**src/common/bloe_pkg.sv**
```systemverilog
// Purpose: shared constants for the bit and logic instruction executor
// Assumes: 12-bit instruction words, 8-bit data, 32 file registers
// Notes: opcode fields sit in the top bits of the word
package bloe_pkg;
   localparam int INSTR_W = 12;
   localparam int DATA_W = 8;
   localparam int ADDR_W = 5;
   localparam int BIT_W = 3;
   // field positions
   localparam int OP_HI = 11;
   localparam int OP6_LO = 6;
   localparam int OP4_LO = 8;
   localparam int DEST_POS = 5;
   localparam int BIT_LO = 5;
   // opcode values
   localparam logic [5:0] OP_AND_REG = 6'h05;
   localparam logic [3:0] OP_BIT_CLR = 4'h4;
   localparam logic [3:0] OP_BIT_SET = 4'h5;
   localparam logic [3:0] OP_BIT_TST_ZERO = 4'h6;
   // timer register address, reset values
   localparam logic [4:0] TIMER_ADDR = 5'h01;
   localparam logic [7:0] ACC_RST = 8'h00;
   localparam logic [7:0] DATA_ZERO = 8'h00;
   typedef enum logic [1:0] {BLOE_NONE, BLOE_AND, BLOE_CLR, BLOE_SET_OR_TEST} bloe_dummy_e;
endpackage

```
**src/common/bloe_dec_if.sv**
```systemverilog
// Purpose: decoded fields between the decoder and the executor
// Assumes: one clock domain
// Notes: purely combinational carrier
`timescale 1ns/1ps
interface bloe_dec_if;
   logic is_and;
   logic is_clr;
   logic is_set;
   logic is_tst;
   logic dest_reg;
   logic [4:0] addr;
   logic [2:0] bit_idx;
   modport dec (output is_and, is_clr, is_set, is_tst, dest_reg, addr, bit_idx);
   modport exe (input is_and, is_clr, is_set, is_tst, dest_reg, addr, bit_idx);
endinterface

```
**src/design/bloe_decode.sv**
```systemverilog
// Purpose: split an instruction word into operation and operand fields
// Assumes: word is stable while valid
// Notes: unknown opcodes decode to no operation
`timescale 1ns/1ps
module bloe_decode (
   input wire logic [11:0] instr_i,
   bloe_dec_if.dec dec
);
   always_comb begin
      dec.is_and = instr_i[bloe_pkg::OP_HI:bloe_pkg::OP6_LO] == bloe_pkg::OP_AND_REG;
      dec.is_clr = instr_i[bloe_pkg::OP_HI:bloe_pkg::OP4_LO] == bloe_pkg::OP_BIT_CLR;
      dec.is_set = instr_i[bloe_pkg::OP_HI:bloe_pkg::OP4_LO] == bloe_pkg::OP_BIT_SET;
      dec.is_tst = instr_i[bloe_pkg::OP_HI:bloe_pkg::OP4_LO] == bloe_pkg::OP_BIT_TST_ZERO;
      dec.dest_reg = instr_i[bloe_pkg::DEST_POS];
      dec.addr = instr_i[bloe_pkg::ADDR_W-1:0];
      dec.bit_idx = instr_i[bloe_pkg::BIT_LO+bloe_pkg::BIT_W-1:bloe_pkg::BIT_LO];
   end
endmodule

```
**src/design/bloe_exec.sv**
```systemverilog
// Purpose: execute and-with-register, bit clear, bit set and bit test
// Assumes: register file read is combinational; port pins arrive asynchronous
// Notes: one instruction per cycle, results registered
`timescale 1ns/1ps
module bloe_exec #(
   parameter logic [4:0] PORT_A_ADDR = 5'h05,
   parameter logic [4:0] PORT_B_ADDR = 5'h06
) (
   input wire logic CLK_SYS_I,
   input wire logic RST_B_I,
   input wire logic INSTR_VALID_I,
   input wire logic [11:0] INSTR_I,
   input wire logic [7:0] REG_RDATA_I,
   input wire logic [7:0] PORT_A_PINS_I,
   input wire logic [7:0] PORT_B_PINS_I,
   input wire logic PRESCALER_ON_TIMER_I,
   output logic [4:0] REG_ADDR_O,
   output logic REG_WE_O,
   output logic [7:0] REG_WDATA_O,
   output logic [7:0] ACCUM_O,
   output logic ZERO_FLAG_O,
   output logic ZERO_WE_O,
   output logic SKIP_NEXT_O,
   output logic PRESCALER_CLR_O
);
   // the datapath is written for these widths; refuse any other package setting
   if ($bits(INSTR_I) != bloe_pkg::INSTR_W) begin : g_bad_instr_w
      $error("instruction width does not match the package");
   end

   if ($bits(REG_RDATA_I) != bloe_pkg::DATA_W) begin : g_bad_rdata_w
      $error("read data width does not match the package");
   end

   if ($bits(REG_WDATA_O) != bloe_pkg::DATA_W
         || $bits(ACCUM_O) != bloe_pkg::DATA_W) begin : g_bad_wdata_w
      $error("write data width does not match the package");
   end

   if ($bits(PORT_A_PINS_I) != bloe_pkg::DATA_W
         || $bits(PORT_B_PINS_I) != bloe_pkg::DATA_W) begin : g_bad_pins_w
      $error("pin group width does not match the package");
   end

   if ($bits(REG_ADDR_O) != bloe_pkg::ADDR_W) begin : g_bad_addr_w
      $error("register address width does not match the package");
   end

   if ((1 << bloe_pkg::BIT_W) != bloe_pkg::DATA_W) begin : g_bad_bit_w
      $error("bit index must cover exactly one data word");
   end

   // the address decode cannot tell clashing registers apart
   if (PORT_A_ADDR == PORT_B_ADDR) begin : g_port_clash
      $error("port addresses must differ");
   end

   if (PORT_A_ADDR == bloe_pkg::TIMER_ADDR) begin : g_port_a_on_timer
      $error("port a address must differ from the timer address");
   end

   if (PORT_B_ADDR == bloe_pkg::TIMER_ADDR) begin : g_port_b_on_timer
      $error("port b address must differ from the timer address");
   end

   typedef struct packed {
      logic [7:0] pa_m;
      logic [7:0] pa_s;
      logic [7:0] pb_m;
      logic [7:0] pb_s;
      logic [7:0] acc;
      logic [4:0] waddr;
      logic we;
      logic [7:0] wdata;
      logic zero;
      logic zero_we;
      logic skip;
      logic pre_clr;
   } bloe_state_s;

   bloe_state_s st_r;
   bloe_state_s st_nxt;
   bloe_dec_if dec_if ();

   bloe_decode u_decode (
      .instr_i(INSTR_I),
      .dec(dec_if.dec)
   );

   // operation kind, at most one per instruction word
   typedef enum logic [2:0] {
      BLOE_OP_NONE,
      BLOE_OP_AND,
      BLOE_OP_CLR,
      BLOE_OP_SET,
      BLOE_OP_TST
   } bloe_op_e;

   bloe_op_e op_kind;
   logic [7:0] src;
   logic [7:0] and_res;
   logic [7:0] mask;
   logic [7:0] clr_res;
   logic [7:0] set_res;
   logic and_zero;
   logic bit_is_zero;
   logic timer_hit;

   // opcodes are disjoint, so the order only fixes precedence
   always_comb begin
      op_kind = BLOE_OP_NONE;
      if (!INSTR_VALID_I) begin
         op_kind = BLOE_OP_NONE;
      end else if (dec_if.is_and) begin
         op_kind = BLOE_OP_AND;
      end else if (dec_if.is_clr) begin
         op_kind = BLOE_OP_CLR;
      end else if (dec_if.is_set) begin
         op_kind = BLOE_OP_SET;
      end else if (dec_if.is_tst) begin
         op_kind = BLOE_OP_TST;
      end else begin
         op_kind = BLOE_OP_NONE;
      end
   end

   // operand source for every operation
   always_comb begin
      // pins already passed two flops; latch value would hide external drive
      if (dec_if.addr == PORT_A_ADDR) begin
         src = st_r.pa_s;
      end else if (dec_if.addr == PORT_B_ADDR) begin
         src = st_r.pb_s;
      end else begin
         src = REG_RDATA_I;
      end
   end

   // all result candidates formed every cycle
   always_comb begin
      mask = 8'h01 << dec_if.bit_idx;
      and_res = st_r.acc & src;
      and_zero = and_res == bloe_pkg::DATA_ZERO;
      clr_res = src & ~mask;
      set_res = src | mask;
      bit_is_zero = (src & mask) == bloe_pkg::DATA_ZERO;
      timer_hit = dec_if.addr == bloe_pkg::TIMER_ADDR;
   end

   // next state: single writer of every register
   always_comb begin
      st_nxt = st_r;
      // two-flop synchronisers; only the second stage feeds logic
      st_nxt.pa_m = PORT_A_PINS_I;
      st_nxt.pa_s = st_r.pa_m;
      st_nxt.pb_m = PORT_B_PINS_I;
      st_nxt.pb_s = st_r.pb_m;

      // strobes are one-cycle pulses
      st_nxt.we = 1'b0;
      st_nxt.zero_we = 1'b0;
      st_nxt.skip = 1'b0;
      st_nxt.pre_clr = 1'b0;
      st_nxt.waddr = dec_if.addr;

      case (op_kind)
         BLOE_OP_AND: begin
            st_nxt.zero = and_zero;
            st_nxt.zero_we = 1'b1;
            if (dec_if.dest_reg) begin
               st_nxt.we = 1'b1;
               st_nxt.wdata = and_res;
            end else begin
               st_nxt.acc = and_res;
            end
         end
         BLOE_OP_CLR: begin
            st_nxt.we = 1'b1;
            st_nxt.wdata = clr_res;
         end
         BLOE_OP_SET: begin
            st_nxt.we = 1'b1;
            st_nxt.wdata = set_res;
         end
         BLOE_OP_TST: begin
            // skip only flagged; dropping the next word is the fetch path's job
            st_nxt.skip = bit_is_zero;
         end
         default: begin
            st_nxt.we = 1'b0;
         end
      endcase

      // only a real write to the timer touches the prescaler
      st_nxt.pre_clr = st_nxt.we && timer_hit && PRESCALER_ON_TIMER_I;
   end

   always_ff @(posedge CLK_SYS_I or negedge RST_B_I) begin
      if (!RST_B_I) begin
         st_r <= '0;
         st_r.acc <= bloe_pkg::ACC_RST;
      end else begin
         st_r <= st_nxt;
      end
   end

   // every output straight from a register
   assign REG_ADDR_O = st_r.waddr;
   assign REG_WE_O = st_r.we;
   assign REG_WDATA_O = st_r.wdata;
   assign ACCUM_O = st_r.acc;
   assign ZERO_FLAG_O = st_r.zero;
   assign ZERO_WE_O = st_r.zero_we;
   assign SKIP_NEXT_O = st_r.skip;
   assign PRESCALER_CLR_O = st_r.pre_clr;
endmodule

```
**config.mk**
```make
export PLATFORM = sky130hd
export DESIGN_NAME = bloe_exec
export DESIGN_NICKNAME = d
export VERILOG_FILES = /design/src/common/bloe_pkg.sv /design/src/common/bloe_dec_if.sv /design/src/design/bloe_decode.sv /design/src/design/bloe_exec.sv
export SDC_FILE = /design/constraint.sdc
export NUM_CORES = 1
export LEC_CHECK = 0
export ABC_AREA = 0
export BUFFER_PORTS_ARGS = -buffer_cell sky130_fd_sc_hd__buf_2
export CORE_ASPECT_RATIO = 1.1
export CORE_MARGIN = 5
export CORE_UTILIZATION = 53
export CTS_CLUSTER_SIZE = 28
export DETAILED_ROUTE_END_ITERATION = 12
export GPL_ROUTABILITY_DRIVEN = 0
export PLACE_DENSITY = 0.79
export SYNTH_ARGS = -nofsm -noshare
export SYNTH_HDL_FRONTEND = slang
export SYNTH_SLANG_ARGS = --single-unit
```
**constraint.sdc**
```tcl
create_clock -name CLK_SYS_I -period 1.9 [get_ports CLK_SYS_I]
set_clock_uncertainty 0.15 [all_clocks]
set_input_delay 0.38 -clock CLK_SYS_I [delete_from_list [all_inputs] [get_ports CLK_SYS_I]]
set_output_delay 0.38 -clock CLK_SYS_I [all_outputs]
set_load 0.1 [all_outputs]
```
==> flow_metrics.env <==
export IMPL_status="completed"
export IMPL_cp_end_kind="flip-flop"
export IMPL_r2r_start="st_r[29]$_DFF_PN0_"
export IMPL_fmax_mhz=534
export IMPL_cts_root_buf="clkbuf_8"
export IMPL_yosysWarningCount=0
export IMPL_routed_via_density=5.63
export IMPL_timing_hold_ws_ns=0.0713
export IMPL_ys_types=59
export IMPL_final_period_utilization=0.986
export IMPL_hpwlAfterDp_um=4570
export IMPL_clkPwrFrac=0.348
export IMPL_die_w_um=77.8
export IMPL_synth_seq_cells=58
export IMPL_syn_inst=243
export IMPL_port_buffers=65
export IMPL_yosysMostFrequentCell="dfrtp_1"
export IMPL_pwr_share_comb=0.224
export IMPL_ant_nets=0
export IMPL_drive_above_1_share=0.370
export IMPL_slew_headroom=0.674
export IMPL_nets=374
export IMPL_path_class="in -> reg"
export IMPL_first_global_vias=2251
export IMPL_vias=2231
export IMPL_final_max_slew_viol_count=0
export IMPL_netSwitchingFraction=0.324
export IMPL_ioPinCount=66
export IMPL_n_fill_cell=391
export IMPL_hold_violations=0
export IMPL_fin_ws_ns=0.0274
export IMPL_grtUsageTotal=0.208
export IMPL_p_int_w=0.00213
export IMPL_core_um2=4970
export IMPL_maxCapViolCount=0
export IMPL_synth_area_um2=2680
export IMPL_routed_wirelength_um=6460
export IMPL_hold_path_class="in -> reg"
export IMPL_seq_power_share=0.428
export IMPL_die_area_um2=6580
export IMPL_finalPower_w=0.00315
export IMPL_final_util=0.694
export IMPL_grt_max_degree=59
export IMPL_cp_arrival_ns=1.94
export IMPL_syn_area_per_cell_um2=11.0
export IMPL_crit_required_ns=1.97
export IMPL_synth_top_area_share=0.541
export IMPL_worst_pin_slew_ns=0.492
export IMPL_antennaDiodeCount=0
export IMPL_synth_ff_type="dfrtp_1"
export IMPL_leakage_nw=1.60
export IMPL_dr_pass1_iters=6
export IMPL_drt_iter0_markers=252
export IMPL_clockBufferDepth=2
export IMPL_grt_pass1_wl_um=10700
export IMPL_clock_sinks=58
export IMPL_synth_top_cell_by_area="dfrtp_1"
export IMPL_p_switching_w=0.00102
export IMPL_start_kind="input pin"
export IMPL_syn_nets=283
export IMPL_cts_max_level=3
export IMPL_synth_area_top_cells="dfrtp_1 (54%), buf_4 (5.9%), o221ai_1 (3.6%), nand2_1 (1.8%), nor2_1 (1.8%)"
export IMPL_min_delay_start="INSTR_I[3]"
export IMPL_start_util=0.540
export IMPL_critPathLaunch="INSTR_I[4]"
export IMPL_seq_area_frac_synth=0.541
export IMPL_cts_tree="built"
export IMPL_worstSkewPairLatency_ns=0.33
export IMPL_synthTopCellsByCount="dfrtp_1 (58), buf_4 (21), nand2_1 (13), nor2_1 (13), o221ai_1 (11)"
export IMPL_peakVddDrop_uv=530
export IMPL_fp_row_count=27
export IMPL_dp_slack_ns=-0.303
export IMPL_die_y_um=84.6
export IMPL_synth_edff_count=0
export IMPL_cts_made_buffers=9
export IMPL_fin_crit_ns=1.87
export IMPL_async_flop_share=1.00
export IMPL_crit_fanout=6
export IMPL_grt_ovfl_total=0
export IMPL_antenna_found_initial=0
export IMPL_path_clk_slew_ns=0.07
export IMPL_p_per_area_nw_per_um2=914
export IMPL_wl_per_cell_um=16.3
export IMPL_report_final_setup_viol=0
export IMPL_drc=0
export IMPL_areaGrowthSynthToFinish_pct=28.6
layer usage:
layer  global-route usage  wire (µm)
met5                    0          0
met4                0.103        140
met3               0.0440        522
met2                0.338       3240
met1                0.260       2560
stage by stage:
step | instance area, µm² | instances | TNS [ns]
6_report | 3450 | 396 | 0
5_1_grt | 3450 | 396 | -0.000964
4_1_cts | 3450 | 396 | 0
3_5_place_dp | 3080 | 364 | -2.36
3_3_place_gp | 3080 | 364 | -1.73
2_1_floorplan | 2680 | 243 | 0
final timing paths:
kind	end	slack [ns]	cells past startpoint
worst max-delay path	SKIP_NEXT_O$_DFF_PN0_	0.03	8
max in group asynchronous	st_r[46]$_DFF_PN0_	0.93	3
min in group asynchronous	ZERO_FLAG_O$_DFFE_PN0N_	0.43	3
worst max register to register	SKIP_NEXT_O$_DFF_PN0_	0.29	6
worst min-delay path	REG_ADDR_O[3]$_DFF_PN0_	0.07	1
worst min register to register	st_r[43]$_DFF_PN0_	0.19	0
flip-flops by register name, indices dropped and copies added, names as in the netlist:
register / cells
ACCUM_O: 8
PRESCALER_CLR_O: 1
REG_ADDR_O: 5
REG_WDATA_O: 8
REG_WE_O: 1
SKIP_NEXT_O: 1
ZERO_FLAG_O: 1
ZERO_WE_O: 1
st_nxt: 16
st_r: 16
critical path, stage by stage:
cell	delay [ns]
buf_2	0.13
nor3b_4	0.35
buf_4	0.21
a21boi_1	0.08
buf_4	0.15
o221ai_1	0.18
nand4b_1	0.12
a211oi_1	0.34
placed cells by master, fill, tap and decap left out, types with 2 or more instances in the layout:
master         instances
clkbuf_8              10
buf_4                 30
o31a_1                 3
clkinv_2               2
nand3b_1               6
o22ai_1                3
o21ai_1                6
o21a_1                 3
o21ai_2                3
nand4b_1               2
inv_1                  6
nor2_1                13
dlygate4sd3_1         17
a21boi_0               4
nand4_1                2
a21boi_1               5
nor3b_1                2
clkinvlp_4             2
nand2b_1               3
o2111ai_1              2
o221ai_1              11
a21oi_1                9
dfrtp_1               58
nand2_1               13
o22a_1                 3
nand3_1                3
o32a_1                 2
buf_2                 65
nor3_1                 4
a221oi_1               2
o21ai_0                8
nor2b_1                3
o31ai_1                2
a31oi_1                4
final cells by class:
class / count / area (µm²) / share of cell area
multi-input cells: 145 / 965 / 0.280
inverters: 7 / 26.3 / 0.00762
clock buffers: 10 / 138 / 0.0399
flip-flops and latches: 58 / 1450 / 0.421
repair buffers: 113 / 741 / 0.215
clock inverters: 5 / 55.1 / 0.0160
well taps: 58 / 72.6 / 0.0210
logic make-up (layout without fill, tap and decap cells):
| kind of cell | count (synthesis) | in the layout | synth area share |
|---|---|---|---|
| buffers and inverters | 40 | 135 | 0.0999 |
| AO/OA/AOI/OAI | 77 | 77 | 0.206 |
| AND/OR/NAND/NOR | 68 | 68 | 0.153 |
| flip-flops | 58 | 58 | 0.541 |
power groups by stage:
| stage | Combinational (W) | Clock, W | Sequential [W] |
|---|---|---|---|
| 4_1_cts | 0.000706 | 0.00112 | 0.00135 |
| 5_1_grt | 0.000746 | 0.00117 | 0.00136 |
| 3_3_place_gp | 0.000669 | 0 | 0.00137 |
| 6_report | 0.000706 | 0.00110 | 0.00135 |
| 3_5_place_dp | 0.000676 | 0 | 0.00137 |
| 2_1_floorplan | 0.000533 | 0 | 0.00138 |
repair_timing:
action                                  in CTS  in global routing
endpoints found under the setup margin       0                  4
buffers inserted                             0                  0
hold endpoints to repair                    74                  0
hold buffers                                17                  0
gates resized for setup                      0                  1
(Power assumes the default switching activity.)
